===== config.mk =====
export PLATFORM = sky130hd
export DESIGN_NAME = ddr4_pin_iface
export DESIGN_NICKNAME = d
export VERILOG_FILES = /design/src/logic/ddr4_pin_pkg.sv /design/src/logic/ddr4_pin_iface.sv
export SDC_FILE = /design/constraint.sdc
export NUM_CORES = 2
export LEC_CHECK = 0
export BUFFER_PORTS_ARGS = -buffer_cell sky130_fd_sc_hd__buf_2
export CAP_MARGIN = 10
export CORE_MARGIN = 4
export CORE_UTILIZATION = 25
export CTS_CLUSTER_DIAMETER = 80
export DETAILED_ROUTE_END_ITERATION = 7
export PLACE_DENSITY = 0.4
export SYNTH_ARGS = -nofsm -noshare
export SYNTH_HDL_FRONTEND = slang
export SYNTH_SLANG_ARGS = --single-unit

===== constraint.sdc =====
create_clock -name mclk -period 6.9 [get_ports mclk]
set_clock_uncertainty 0.1 [all_clocks]
set_input_delay 0 -clock mclk [delete_from_list [all_inputs] [get_ports mclk]]
set_output_delay 0 -clock mclk [all_outputs]
set_load 0.01 [all_outputs]

===== src/logic/ddr4_pin_pkg.sv =====
// constants and types shared by the pin command interface
//------------------------------------------------------------------------------
// Behaviour
// capture address and control on clock crossing
// clock enable gates clocks, buffers, drivers, power-down
// controller keeps clock enable high during accesses
// power-down keeps clock, ODT, CKE; self-refresh only CKE
// chip select high masks commands, selects rank
// registered ODT enables termination unless disabled
// activate reuses command pins as row bits
// activate pin high makes them command pins
// mask low discards write beat, both strobe edges
// inversion flag low inverts stored or driven data
// mode registers pick mask, inversion or termination strobe
// bank inputs select target or mode register
// address carries row, column or opcode
// A10 high auto-precharges after read or write
// precharge A10 selects one bank or all
// A12 low chops an on-the-fly burst
// reset pin low resets asynchronously
// checksum beat follows each burst when enabled
// strobe is differential, edge or centre aligned
// termination strobe copies strobe termination when set
// even parity check on selected commands
// alert pulses on checksum, holds on parity, input in test
//------------------------------------------------------------------------------
package ddr4_pin_pkg;

   // apb map
   localparam logic [7:0]  OFF_MR_BASE  = 8'h00;
   localparam logic [7:0]  OFF_CTRL     = 8'h20;
   localparam logic [7:0]  OFF_STATUS   = 8'h24;
   localparam logic [7:0]  OFF_OPEN     = 8'h28;
   localparam logic [7:0]  OFF_LASTROW  = 8'h2c;
   localparam logic [31:0] CTRL_RESET   = 32'h0000_0001;

   // status fields
   localparam int ST_PWR_LSB   = 0;
   localparam int ST_ALERT     = 2;
   localparam int ST_TEST      = 3;
   localparam int ST_PAR_ERR   = 4;
   localparam int ST_CRC_ERR   = 5;
   localparam int ST_ALERT_IN  = 6;
   localparam int ST_BURST_LSB = 8;

   // mode register fields
   localparam int MR_W         = 17;
   localparam int MR0_BL_LSB   = 0;
   localparam int MR1_RTT_LSB  = 8;
   localparam int MR1_TDQS     = 11;
   localparam int MR2_CRC      = 12;
   localparam int MR5_PAR_LSB  = 0;
   localparam int MR5_DM       = 10;
   localparam int MR5_WDBI     = 11;
   localparam int MR5_RDBI     = 12;
   localparam logic [1:0] BL_FIXED8 = 2'h0;
   localparam logic [1:0] BL_OTF    = 2'h1;
   localparam logic [1:0] BL_CHOP4  = 2'h2;
   localparam logic [3:0] BEATS_FULL = 4'h8;
   localparam logic [3:0] BEATS_CHOP = 4'h4;

   // alert timing
   localparam int MCLK_HZ      = 10_000_000;
   localparam int ALERT_CRC_NS = 1_000;
   localparam int ALERT_PAR_NS = 20_000;
   localparam int ALERT_CRC_CYC = (ALERT_CRC_NS * (MCLK_HZ / 1_000_000) + 999) / 1000;
   localparam int ALERT_PAR_CYC = (ALERT_PAR_NS * (MCLK_HZ / 1_000_000) + 999) / 1000;

   typedef enum logic [1:0] {
      PWR_ACTIVE   = 2'b00,
      PWR_PRE_PD   = 2'b01,
      PWR_ACT_PD   = 2'b10,
      PWR_SELF_REF = 2'b11
   } pwr_t;

   typedef enum logic [1:0] {
      BUR_IDLE  = 2'b00,
      BUR_WRITE = 2'b01,
      BUR_READ  = 2'b10
   } burst_t;

   // {ras_n, cas_n, we_n} with the activate pin high
   typedef enum logic [2:0] {
      CMD_MRS = 3'b000,
      CMD_REF = 3'b001,
      CMD_PRE = 3'b010,
      CMD_WR  = 3'b100,
      CMD_RD  = 3'b101,
      CMD_NOP = 3'b111
   } cmd_t;

endpackage


===== src/logic/ddr4_pin_iface.sv =====
// device-side pin command, address and data interface with apb mode view
`timescale 1ns/1ps
module ddr4_pin_iface
   import ddr4_pin_pkg::*;
#(
   parameter int ALERT_PAR_CYCLES = ddr4_pin_pkg::ALERT_PAR_CYC,
   parameter int ALERT_CRC_CYCLES = ddr4_pin_pkg::ALERT_CRC_CYC
) (
   input  wire logic        mclk,
   input  wire logic        rst,
   input  wire logic        resetN,
   input  wire logic        ckT,
   input  wire logic        ckC,
   input  wire logic        cke,
   input  wire logic        csN,
   input  wire logic        actN,
   input  wire logic        rasN,
   input  wire logic        casN,
   input  wire logic        weN,
   input  wire logic [1:0]  bg,
   input  wire logic [1:0]  ba,
   input  wire logic [13:0] addr,
   input  wire logic        odt,
   input  wire logic        par,
   input  wire logic        ten,
   input  wire logic [7:0]  dqIn,
   output      logic [7:0]  dqOut,
   output      logic        dqOe,
   input  wire logic        dqsTIn,
   input  wire logic        dqsCIn,
   output      logic        dqsTOut,
   output      logic        dqsCOut,
   output      logic        dqsOe,
   input  wire logic        dmIn,
   output      logic        dbiOut,
   output      logic        dbiOe,
   input  wire logic        alertIn,
   output      logic        alertOut,
   output      logic        alertOe,
   output      logic        rttNomOn,
   output      logic        tdqsRttOn,
   input  wire logic        psel,
   input  wire logic        penable,
   input  wire logic        pwrite,
   input  wire logic [7:0]  paddr,
   input  wire logic [31:0] pwdata,
   output      logic [31:0] prdata,
   output      logic        pready,
   output      logic        pslverr
);
   import ddr4_pin_pkg::*;

   //---------------------------------------------------------------------------
   // helpers
   //---------------------------------------------------------------------------
   function automatic logic more_ones(input logic [7:0] v);
      logic [3:0] n;
      n = 4'h0;
      for (int i = 0; i < 8; i++) begin
         n = n + {3'h0, v[i]};
      end
      return n > 4'h4;
   endfunction

   function automatic logic is_reg(input logic [7:0] a);
      return (a[7:5] == 3'h0) || (a == OFF_CTRL) || (a == OFF_STATUS) ||
             (a == OFF_OPEN) || (a == OFF_LASTROW);
   endfunction

   //---------------------------------------------------------------------------
   // reset and pin synchronisers
   //---------------------------------------------------------------------------
   logic [1:0] rstPipe;
   logic       devReset;

   // asserts at once, releases on the clock to avoid a torn release
   always_ff @(posedge mclk or negedge resetN) begin
      if (!resetN) begin
         rstPipe <= 2'b00;
      end else begin
         rstPipe <= {rstPipe[0], 1'b1};
      end
   end
   assign devReset = rst | ~rstPipe[1];

   localparam int IN_W = 41;
   logic [IN_W-1:0] pinMeta;
   logic [IN_W-1:0] pinSync;

   always_ff @(posedge mclk) begin
      pinMeta <= {ckT, ckC, cke, csN, actN, rasN, casN, weN, bg, ba, addr, odt, par,
                  ten, dqIn, dqsTIn, dqsCIn, dmIn, alertIn};
      pinSync <= pinMeta;
   end

   logic        sCkT, sCkC, sCke, sCsN, sActN, sRasN, sCasN, sWeN;
   logic [1:0]  sBg, sBa;
   logic [13:0] sAddr;
   logic        sOdt, sPar, sTen, sDqsT, sDqsC, sDm, sAlert;
   logic [7:0]  sDq;
   assign {sCkT, sCkC, sCke, sCsN, sActN, sRasN, sCasN, sWeN, sBg, sBa, sAddr, sOdt, sPar,
           sTen, sDq, sDqsT, sDqsC, sDm, sAlert} = pinSync;

   logic ckPrev;
   logic dqsPrev;
   always_ff @(posedge mclk) begin
      if (devReset) begin
         ckPrev  <= sCkT;
         dqsPrev <= sDqsT;
      end else begin
         ckPrev  <= sCkT;
         dqsPrev <= sDqsT;
      end
   end

   logic ckRise, ckFall, dqsEdge;
   assign ckRise  = sCkT & ~ckPrev & ~sCkC;
   assign ckFall  = ~sCkT & ckPrev;
   // only the true side is edge-detected; the pair is taken as differential
   assign dqsEdge = (sDqsT ^ dqsPrev) & (sDqsT ^ sDqsC);

   //---------------------------------------------------------------------------
   // mode registers and pin function
   //---------------------------------------------------------------------------
   logic [MR_W-1:0] modeReg [8];
   logic [31:0]     ctrl;
   pwr_t            pwr;
   burst_t          burst;
   logic [15:0]     openMask;

   logic tdqsMode, dmOn, wdbiOn, rdbiOn, parEn, crcEn;
   assign tdqsMode = ctrl[0] & modeReg[1][MR1_TDQS];
   assign dmOn     = ~tdqsMode & modeReg[5][MR5_DM];
   assign wdbiOn   = ~tdqsMode & modeReg[5][MR5_WDBI];
   assign rdbiOn   = ~tdqsMode & modeReg[5][MR5_RDBI];
   assign parEn    = modeReg[5][MR5_PAR_LSB+2:MR5_PAR_LSB] != 3'h0;
   assign crcEn    = modeReg[2][MR2_CRC];

   //---------------------------------------------------------------------------
   // command capture
   //---------------------------------------------------------------------------
   logic [2:0]      cmdBits;
   logic [MR_W-1:0] rowOp;
   logic            cmdSel, parityBad, cmdOk;
   logic            isAct, isMrs, isPre, isWr, isRd;

   assign cmdBits   = {sRasN, sCasN, sWeN};
   assign rowOp     = {sRasN, sCasN, sWeN, sAddr};
   // commands only when awake; chip select high masks everything
   assign cmdSel    = ckRise & (pwr == PWR_ACTIVE) & sCke & ~sCsN;
   assign parityBad = cmdSel & parEn &
                      (^{sActN, sRasN, sCasN, sWeN, sBg, sBa, sAddr, sPar});
   assign cmdOk     = cmdSel & ~parityBad;
   assign isAct     = cmdOk & ~sActN;
   assign isMrs     = cmdOk & sActN & (cmdBits == CMD_MRS);
   assign isPre     = cmdOk & sActN & (cmdBits == CMD_PRE);
   assign isWr      = cmdOk & sActN & (cmdBits == CMD_WR) & (burst == BUR_IDLE);
   assign isRd      = cmdOk & sActN & (cmdBits == CMD_RD) & (burst == BUR_IDLE);

   always_ff @(posedge mclk) begin
      if (devReset) begin
         for (int i = 0; i < 8; i++) begin
            modeReg[i] <= '0;
         end
      end else if (isMrs) begin
         modeReg[{sBg[0], sBa}] <= rowOp;
      end
   end

   logic [20:0] lastRow;
   always_ff @(posedge mclk) begin
      if (devReset) begin
         lastRow <= '0;
      end else if (isAct) begin
         lastRow <= {sBg, sBa, rowOp};
      end
   end

   //---------------------------------------------------------------------------
   // power state
   //---------------------------------------------------------------------------
   always_ff @(posedge mclk) begin
      if (devReset) begin
         pwr <= PWR_ACTIVE;
      end else begin
         case (pwr)
            PWR_ACTIVE: begin
               if (ckRise && !sCke) begin
                  if (!sCsN && sActN && cmdBits == CMD_REF) begin
                     pwr <= PWR_SELF_REF;
                  end else if (openMask == 16'h0000) begin
                     pwr <= PWR_PRE_PD;
                  end else begin
                     pwr <= PWR_ACT_PD;
                  end
               end
            end
            // clock buffer is off here, so exit follows the enable level
            PWR_SELF_REF: begin
               if (sCke) begin
                  pwr <= PWR_ACTIVE;
               end
            end
            default: begin
               if (ckRise && sCke) begin
                  pwr <= PWR_ACTIVE;
               end
            end
         endcase
      end
   end

   //---------------------------------------------------------------------------
   // burst engine
   //---------------------------------------------------------------------------
   logic [3:0] beatCnt, beatLen;
   logic [3:0] burstBank;
   logic [2:0] burstCol;
   logic       burstAp;
   logic [7:0] crcAcc;
   logic       burstDone, crcBad, fullBurst, ckEdge;
   logic [7:0] mem [128];
   logic [6:0] memAddr;
   logic [7:0] memRd, wrData;
   logic       memWe;

   assign fullBurst = (modeReg[0][MR0_BL_LSB+1:MR0_BL_LSB] == BL_OTF) ? sAddr[12] :
                      (modeReg[0][MR0_BL_LSB+1:MR0_BL_LSB] != BL_CHOP4);
   assign ckEdge    = (ckRise | ckFall) & (pwr == PWR_ACTIVE);
   assign memAddr   = {burstBank, burstCol + beatCnt[2:0]};
   assign memRd     = mem[memAddr];
   assign wrData    = (wdbiOn && !sDm) ? ~sDq : sDq;
   assign memWe     = (burst == BUR_WRITE) & dqsEdge & (beatCnt < beatLen) &
                      ~(dmOn & ~sDm);
   assign burstDone = (burst != BUR_IDLE) & (beatCnt == beatLen + {3'h0, crcEn}) &
                      (burst == BUR_WRITE ? dqsEdge : ckEdge);
   assign crcBad    = (burst == BUR_WRITE) & dqsEdge & crcEn & (beatCnt == beatLen) &
                      (crcAcc != sDq);

   // storage keeps no row: one byte lane, eight columns per bank
   always_ff @(posedge mclk) begin
      if (memWe) begin
         mem[memAddr] <= wrData;
      end
   end

   always_ff @(posedge mclk) begin
      if (devReset) begin
         burst     <= BUR_IDLE;
         beatCnt   <= 4'h0;
         beatLen   <= BEATS_FULL;
         burstBank <= 4'h0;
         burstCol  <= 3'h0;
         burstAp   <= 1'b0;
         crcAcc    <= 8'h00;
      end else if (isWr || isRd) begin
         burst     <= isWr ? BUR_WRITE : BUR_READ;
         beatCnt   <= 4'h0;
         beatLen   <= fullBurst ? BEATS_FULL : BEATS_CHOP;
         burstBank <= {sBg, sBa};
         burstCol  <= sAddr[2:0];
         burstAp   <= sAddr[10];
         crcAcc    <= 8'h00;
      end else if (burstDone) begin
         burst <= BUR_IDLE;
      end else if (burst == BUR_WRITE && dqsEdge) begin
         beatCnt <= beatCnt + 4'h1;
         if (beatCnt < beatLen) begin
            crcAcc <= crcAcc ^ sDq;
         end
      end else if (burst == BUR_READ && ckEdge) begin
         beatCnt <= beatCnt + 4'h1;
         if (beatCnt < beatLen) begin
            crcAcc <= crcAcc ^ ((rdbiOn && more_ones(memRd)) ? ~memRd : memRd);
         end
      end
   end

   always_ff @(posedge mclk) begin
      if (devReset) begin
         openMask <= 16'h0000;
      end else begin
         if (isAct) begin
            openMask[{sBg, sBa}] <= 1'b1;
         end else if (isPre && sAddr[10]) begin
            openMask <= 16'h0000;
         end else if (isPre) begin
            openMask[{sBg, sBa}] <= 1'b0;
         end else if (burstDone && burstAp) begin
            openMask[burstBank] <= 1'b0;
         end
      end
   end

   //---------------------------------------------------------------------------
   // read drivers
   //---------------------------------------------------------------------------
   logic readDrive;
   always_ff @(posedge mclk) begin
      if (devReset) begin
         dqOut     <= 8'h00;
         dbiOut    <= 1'b1;
         dqsTOut   <= 1'b0;
         readDrive <= 1'b0;
      end else if (burst == BUR_READ && ckEdge) begin
         if (beatCnt < beatLen) begin
            readDrive <= 1'b1;
            dqsTOut   <= ~dqsTOut;
            if (rdbiOn && more_ones(memRd)) begin
               dqOut  <= ~memRd;
               dbiOut <= 1'b0;
            end else begin
               dqOut  <= memRd;
               dbiOut <= 1'b1;
            end
         end else if (crcEn && beatCnt == beatLen) begin
            dqsTOut <= ~dqsTOut;
            dqOut   <= crcAcc;
            dbiOut  <= 1'b1;
         end else begin
            readDrive <= 1'b0;
            dqsTOut   <= 1'b0;
         end
      end else if (burst != BUR_READ) begin
         readDrive <= 1'b0;
         dqsTOut   <= 1'b0;
      end
   end

   // drivers are released whenever the clock enable has put the part to sleep
   assign dqOe    = readDrive & (pwr == PWR_ACTIVE);
   assign dqsOe   = dqOe;
   assign dqsCOut = ~dqsTOut;
   assign dbiOe   = dqOe & rdbiOn;

   //---------------------------------------------------------------------------
   // termination
   //---------------------------------------------------------------------------
   logic odtReg;
   always_ff @(posedge mclk) begin
      if (devReset) begin
         odtReg <= 1'b0;
      end else if (pwr == PWR_SELF_REF) begin
         odtReg <= 1'b0;
      end else if (ckRise) begin
         odtReg <= sOdt;
      end
   end
   assign rttNomOn  = odtReg & (modeReg[1][MR1_RTT_LSB+2:MR1_RTT_LSB] != 3'h0);
   assign tdqsRttOn = rttNomOn & tdqsMode;

   //---------------------------------------------------------------------------
   // alert
   //---------------------------------------------------------------------------
   logic [15:0] alertCnt;
   always_ff @(posedge mclk) begin
      if (devReset) begin
         alertCnt <= 16'h0000;
      end else if (parityBad) begin
         alertCnt <= 16'(ALERT_PAR_CYCLES);
      end else if (crcBad && alertCnt < 16'(ALERT_CRC_CYCLES)) begin
         alertCnt <= 16'(ALERT_CRC_CYCLES);
      end else if (alertCnt != 16'h0000) begin
         alertCnt <= alertCnt - 16'h0001;
      end
   end
   // in connectivity test the pin becomes an input, so never drive it
   assign alertOut = 1'b0;
   assign alertOe  = (alertCnt != 16'h0000) & ~sTen;

   //---------------------------------------------------------------------------
   // apb slave
   //---------------------------------------------------------------------------
   logic parErrFlag, crcErrFlag, wrAcc, w1c;
   assign wrAcc   = psel & penable & pwrite;
   assign w1c     = wrAcc & (paddr == OFF_STATUS);
   assign pready  = 1'b1;
   assign pslverr = psel & penable & ~is_reg(paddr);

   always_ff @(posedge mclk) begin
      if (devReset) begin
         ctrl <= CTRL_RESET;
      end else if (wrAcc && paddr == OFF_CTRL) begin
         ctrl <= {31'h0, pwdata[0]};
      end
   end

   // a fresh error in the clearing cycle stays set
   always_ff @(posedge mclk) begin
      if (devReset) begin
         parErrFlag <= 1'b0;
         crcErrFlag <= 1'b0;
      end else begin
         parErrFlag <= parityBad | (parErrFlag & ~(w1c & pwdata[ST_PAR_ERR]));
         crcErrFlag <= crcBad | (crcErrFlag & ~(w1c & pwdata[ST_CRC_ERR]));
      end
   end

   always_ff @(posedge mclk) begin
      if (devReset) begin
         prdata <= 32'h0000_0000;
      end else if (psel && !penable) begin
         prdata <= 32'h0000_0000;
         if (paddr[7:5] == OFF_MR_BASE[7:5] && paddr[1:0] == 2'h0) begin
            prdata <= {15'h0, modeReg[paddr[4:2]]};
         end else if (paddr == OFF_CTRL) begin
            prdata <= ctrl;
         end else if (paddr == OFF_STATUS) begin
            prdata[ST_PWR_LSB+1:ST_PWR_LSB]     <= pwr;
            prdata[ST_ALERT]                    <= alertOe;
            prdata[ST_TEST]                     <= sTen;
            prdata[ST_PAR_ERR]                  <= parErrFlag;
            prdata[ST_CRC_ERR]                  <= crcErrFlag;
            prdata[ST_ALERT_IN]                 <= sAlert;
            prdata[ST_BURST_LSB+1:ST_BURST_LSB] <= burst;
         end else if (paddr == OFF_OPEN) begin
            prdata <= {16'h0, openMask};
         end else if (paddr == OFF_LASTROW) begin
            prdata <= {11'h0, lastRow};
         end
      end
   end

endmodule


# --- Word level (Yosys, flattened, before mapping) ---
# Memory sizes are Yosys's and may differ from the RTL's.
# Index checks and enable logic that the tools add are counted.
op_classes:
  add_sub_neg: 11
  multipliers: 0
  div: 0
  magnitude_cmp: 7
  n_eq_ne: 22
  shift: 0
  mux: 61
  bitwise_logic: 76
  reduce_logical: 55
ops:
  columns: ["op", "n"]
  rows:
  - ["2-to-1 mux 32 bit", 3]
  - ["2-to-1 mux 8 bit", 11]
  - ["2-to-1 mux 16 bit", 4]
  - ["bitwise AND 1 bit", 45]
  - ["bitwise AND 16 bit", 2]
  - ["== test 8 x 6 -> 1 bit (second input constant)", 4]
  - ["NOT 16 bit", 2]
  - ["2-to-1 mux 1 bit", 23]
  - ["XOR reduction 23 bit", 1]
  - ["2-to-1 mux 22 bit", 1]
  - ["2-to-1 mux 21 bit", 1]
  - ["adder 4 x 1 -> 4 bit", 5]
  - ["2-to-1 mux 2 bit", 9]
  - ["logical AND 1 bit", 17]
  - ["2-to-1 mux 17 bit", 1]
  - ["OR reduction 17 bit", 1]
  - ["zero test 16 bit", 1]
  - ["less-than comparator 16 x 4 -> 1 bit (second input constant)", 1]
  - ["NOT 1 bit", 16]
  - ["NOT 8 bit", 2]
  - ["bitwise OR 16 bit", 1]
  - ["nonzero test 16 bit", 1]
  - ["subtractor 16 x 1 -> 16 bit (second input constant)", 1]
  - ["bitwise XOR 8 bit", 2]
  - ["37 further kinds", 77]
totals:
  regBits: 214
  latchBits: 0
  ramBits: 1160
  mem_bits_ro: 0
  wordCells: 261
  memories: 2
memory_table:
  columns: ["memory", "depth", "width", "rd", "rd_ports_with_merged_regs", "wr", "line", "text"]
  rows:
  - ["mem", 128, 8, 1, 0, 1, "ddr4_pin_iface.sv:222", "logic [7:0] mem [128];"]
  - ["modeReg", 8, 17, 5, 0, 8, "ddr4_pin_iface.sv:125", "logic [MR_W-1:0] modeReg [8];"]

# --- Longest topological paths before layout ---
logic_depth:
  word_depth: 17
  mapped_depth: 28

# --- Worst setup path before layout ---
# Ideal clock, no wire load.
synth_path:
  path_type: "flip-flop to flip-flop"
  from: "reg beatCnt[0]"
  to: "reg crcAcc[0]"
  setup_ps: 72
  arrival_time_ps: 6750
  required_time_ps: 6728
  slack_ps: -22
  path_stages_with_launch: 28
  n_path_buf: 3
  period_less_slack_ps: 6922
  path_cell_list: "dfxtp_1 ha_1 inv_1 fa_1 buf_2 buf_4 clkbuf_1 mux4_2 nand2_1 nand2_1 a2111oi_2 o2111ai_1 nor4_4 inv_1 fa_1 fa_1 fa_1 ha_1 fa_1 o22ai_1 a21oi_1 a21o_1 nand3_1 clkinv_1 o21a_1 o31ai_1 and2_1 mux2i_1"
synth_between:
  elab_chain_cells: 16
synth_rtl:
  columns: ["item", "line", "text"]
  rows:
  - ["start: declaration", "ddr4_pin_iface.sv:216", "logic [3:0] beatCnt, beatLen;"]
  - ["start signal: assignment", "ddr4_pin_iface.sv:267", "beatCnt <= beatCnt + 4'h1;"]
  - ["start signal: assignment", "ddr4_pin_iface.sv:272", "beatCnt <= beatCnt + 4'h1;"]
  - ["adder 3 bit", "ddr4_pin_iface.sv:230", "assign memAddr = {burstBank, burstCol + beatCnt[2:0]};"]
  - ["memory read (128 x 8 bit)", null, null]
  - ["adder 1 x 1 -> 2 bit", "ddr4_pin_iface.sv:60", "n = n + {3'h0, v[i]};"]
  - ["adder 2 x 1 -> 3 bit", "ddr4_pin_iface.sv:60", null]
  - ["adder 3 x 1 -> 4 bit", "ddr4_pin_iface.sv:60", null]
  - ["adder 4 x 1 -> 4 bit (4 in a row)", "ddr4_pin_iface.sv:60", null]
  - ["> comparator 4 x 3 -> 1 bit", "ddr4_pin_iface.sv:62", "return n > 4'h4;"]
  - ["logical AND 1 bit", "ddr4_pin_iface.sv:274", "crcAcc <= crcAcc ^ ((rdbiOn && more_ones(memRd)) ? ~memRd : memRd);"]
  - ["2-to-1 mux 8 bit", "ddr4_pin_iface.sv:274", null]
  - ["bitwise XOR 8 bit", "ddr4_pin_iface.sv:274", null]
  - ["2-to-1 mux 8 bit", "ddr4_pin_iface.sv:273", "if (beatCnt < beatLen) begin"]
  - ["2-to-1 mux 8 bit", "ddr4_pin_iface.sv:271", "end else if (burst == BUR_READ && ckEdge) begin"]
  - ["2-to-1 mux 8 bit", "ddr4_pin_iface.sv:266", "end else if (burst == BUR_WRITE && dqsEdge) begin"]
  - ["end signal: assignment", "ddr4_pin_iface.sv:269", "crcAcc <= crcAcc ^ sDq;"]
  - ["end signal: assignment", "ddr4_pin_iface.sv:274", null]
  - ["end: declaration", "ddr4_pin_iface.sv:220", "logic [7:0] crcAcc;"]
# Several ways; a longest one is shown, not always the timed one. The select of a mux whose other input is x is not followed.
# A chain may end at the register's enable or synchronous reset.

# --- Worst setup path in the final report ---
layout_path:
  from: "reg beatCnt[0]"
  to: "reg crcAcc[1]"
# Same word-level chain as after synthesis.

==> impl_metrics.tcl <==
set metrics [dict create \
    status "complete, but fails checks" \
    violations "negative setup slack" \
    grt.busiest_layer "met2" \
    dpl.cell_count 6386 \
    syn_area_sq_um 54700 \
    fin_cells 6794 \
    grt-ovfl-total 0 \
    cts_tree "built" \
    design.core.area_sq_um 217000 \
    grt_usage_pct 15.1 \
    p_per_area_nw_per_um2 265 \
    firstDrtPassIters 6 \
    grt_pass1_wl_microns 246000 \
    fin_crit_ps 6970 \
    die-height_microns 476 \
    io_pins 139 \
    use_met3_pct 2.54 \
    gp_congestion 0.827 \
    crit_required_ps 7540 \
    layout_common_cells "edfxtp_1, nand2_1, buf_4" \
    ir_drop_v 0.000232 \
    initial_core_util_pct 25.1 \
    syn_area_per_cell_sq_um 16.4 \
    synth_cells 3329 \
    crit_path_start_kind "flip-flop" \
    seqPwrFrac_pct 51.4 \
    relSlewSlack_pct 21.9 \
    fillers 21400 \
    clock_latency_ps 800 \
    rows 171 \
    p_sw_w 0.00390 \
    end_kind "flip-flop" \
    power.leakage_nw 22.5 \
    p_comb_share_pct 4.1 \
    p_int_w 0.0138 \
    cap_violations 0 \
    cts_root_buf "clkbuf_16" \
    htreeDepth 4 \
    yosysWarnings 0 \
    cts.clk_slew.worst_paths_ps 60 \
    clock_sinks 1361 \
    layout_commonest_cell "edfxtp_1" \
    rsz0062_at_grt "yes" \
    postLayoutSetupSlackWorst_ps -73.0 \
    yosysSeqAreaShare_pct 71.1 \
    tightest_slew_ps 1170 \
    synth.distinct_cells 79 \
    synth_edf_count 1160 \
    crit_path_max_incr_delay_ps 890 \
    setup_viol 3 \
    cts_buffers 155 \
    multi_input_area_sq_um 15200 \
    worstPathMaxFanout 6 \
    fin_tns_setup_ps -107 \
    clkPwrFrac_pct 44.4 \
    met1_usage_pct 21.6 \
    cts_buffer_depth 3 \
    path_class "flip-flop to flip-flop" \
    grt_max_degree 129 \
    synth_seq_cells 1361 \
    antenna_found_initial 2 \
    die-area_sq_um 226000 \
    path_common_cell "fa_1" \
    final_max_slew_viol_count 0 \
    synth_flop_cell "edfxtp_1" \
    vias 31600 \
    dpl.hpwl_microns 112000 \
    grt_pass1_vias 32200 \
    met2_usage_pct 23.5 \
    synthToLayoutAreaGrowth_pct 22.6 \
    drc 0 \
    totalWireLength_microns 173000 \
    timing.fmax_ghz 0.143 \
    swShare_pct 22.0 \
    crit_slowest_cell "fa_4" \
    nets 3926 \
    hold_violations 0 \
    die_w_microns 476 \
    whs_ps 84.9 \
    viasPerCell 4.66 \
    drt-initial-drc-count 2649 \
    drive_above_1_share_pct 25.0 \
    total_power_w 0.0177 \
    hold_class "input pin to flip-flop" \
    arrival_ps 7610 \
    drtAntennaViolNets 0 \
    wire_per_inst_microns 25.4 \
    port_buffers 96 \
    min_period_over_period_pct 101 \
    regArea_sq_um 38900 \
    async_reset_ff_share_pct 0.147 \
]
==> power groups by stage <==
stage	registers [W]	clock network [W]	logic (W)
floorplan	0.00930	0	0.000437
global placement	0.00930	0	0.000696
detailed placement	0.00930	0	0.000700
CTS	0.00913	0.00812	0.000749
global route	0.00913	0.00846	0.000806
finish	0.00913	0.00788	0.000735
==> final timing paths <==
| kind | startpoint | end | slack [ps] | depth (start not counted) |
|---|---|---|---|---|
| max | beatCnt[0]$_SDFFE_PP0P_ | crcAcc[1]$_SDFFE_PP0P_ | -70 | 28 |
| min | paddr[7] | prdata[14]$_SDFFE_PP0P_ | 80 | 6 |
| max reg2reg | beatCnt[0]$_SDFFE_PP0P_ | crcAcc[1]$_SDFFE_PP0P_ | -70 | 28 |
| min reg2reg | pinMeta[33]$_DFF_P_ | pinSync[33]$_DFF_P_ | 220 | 0 |
| max in group asynchronous | resetN | rstPipe[1]$_DFF_PN0_ | 6080 | 4 |
| min in group asynchronous | resetN | rstPipe[0]$_DFF_PN0_ | 490 | 4 |
==> state kept, by name, indices dropped and copies added (netlist names), 2 cells and up <==
name       cells
mem         1024
rstPipe        2
burst          2
crcAcc         8
beatCnt        4
prdata        21
dqOut          8
lastRow       21
burstCol       3
modeReg      136
burstBank      4
pinMeta       41
openMask      16
alertCnt      16
beatLen        2
pinSync       41
pwr            2
==> cells by family (layout without fill, tap and decap cells) <==
| logic type | after synthesis | after routing | synth area share, % |
|---|---|---|---|
| XOR/XNOR | 64 | 64 | 1.08 |
| AND/OR/NAND/NOR | 940 | 940 | 8.01 |
| adder cells (fa/ha/maj) | 19 | 19 | 0.504 |
| other | 2 | 40 | 0.0137 |
| AO/OA/AOI/OAI | 288 | 288 | 3.61 |
| flip-flops | 1361 | 1361 | 71.1 |
| multiplexers | 406 | 406 | 13.4 |
| buffers and inverters | 249 | 822 | 2.28 |
==> critical path: cells and delay by family, from the launching register on <==
family / cells / cell delay, ps
adders and majority gates: 7 / 3060
and+or+nand+nor: 8 / 1590
buffers and inverters: 7 / 870
AOI/OAI and AO/OA: 5 / 610
DFF: 1 / 360
muxes: 1 / 290
==> layer usage <==
metal	part of all wire [%]	wire [microns]	vias to the layer above
met2	46	78800	903
met5	0.012	20	-
li1	-	-	14000
met1	47	80400	16500
met3	5.3	9070	233
met4	2.6	4410	2
==> cell type report <==
class,instances,area share [%]
Multi-Input combinational cell,1755,22.7
Tap cell,2854,5.33
Inverter,27,0.153
Timing Repair Buffer,520,6.68
Antenna cell,2,0.00747
Clock inverter,71,0.801
Clock buffer,204,6.35
Sequential cell,1361,58.0
==> metrics by stage <==
stage | utilization, % | setup slack [ps] | area [sq um]
6_report | 30.8 | -73.0 | 67000
5_1_grt | 30.8 | -262 | 67000
4_1_cts | 30.7 | -40.7 | 66700
3_5_place_dp | 27.8 | -373 | 60500
3_3_place_gp | 27.8 | -397 | 60500
2_1_floorplan | - | 30.7 | 54800
==> synthesized netlist by cell type, types with 16 or more instances <==
master    count  area, sq um
xnor2_1      46          403
a21oi_1      78          390
nand2b_1     20          125
nor2b_1      18          113
xor2_1       16          140
o221ai_1     17          149
a32oi_1      16          140
nand3_1      69          345
nand4_1      30          188
and3_1      118          738
a22oi_1      20          150
edfxtp_1   1160        34800
inv_1        26         97.6
nand2_1     309         1160
buf_2        33          165
mux2i_1     135         1350
clkbuf_1    114          428
a31oi_1      16          100
dfxtp_1     199         3980
buf_4        53          398
mux4_2      259         5830
nor4_1       19          119
nor3_1       50          250
nor2_1      259          972
o21ai_0      44          220
==> what timing repair did <==
action,4_1_cts,5_1_grt
pin swaps,13,17
gates cloned,1,0
endpoints found under the hold margin,113,0
endpoints found under the setup margin,17,17
hold buffers,108,0
buffers inserted,17,5
gates resized for setup,47,51
Power figures use the tool's default switching activity.
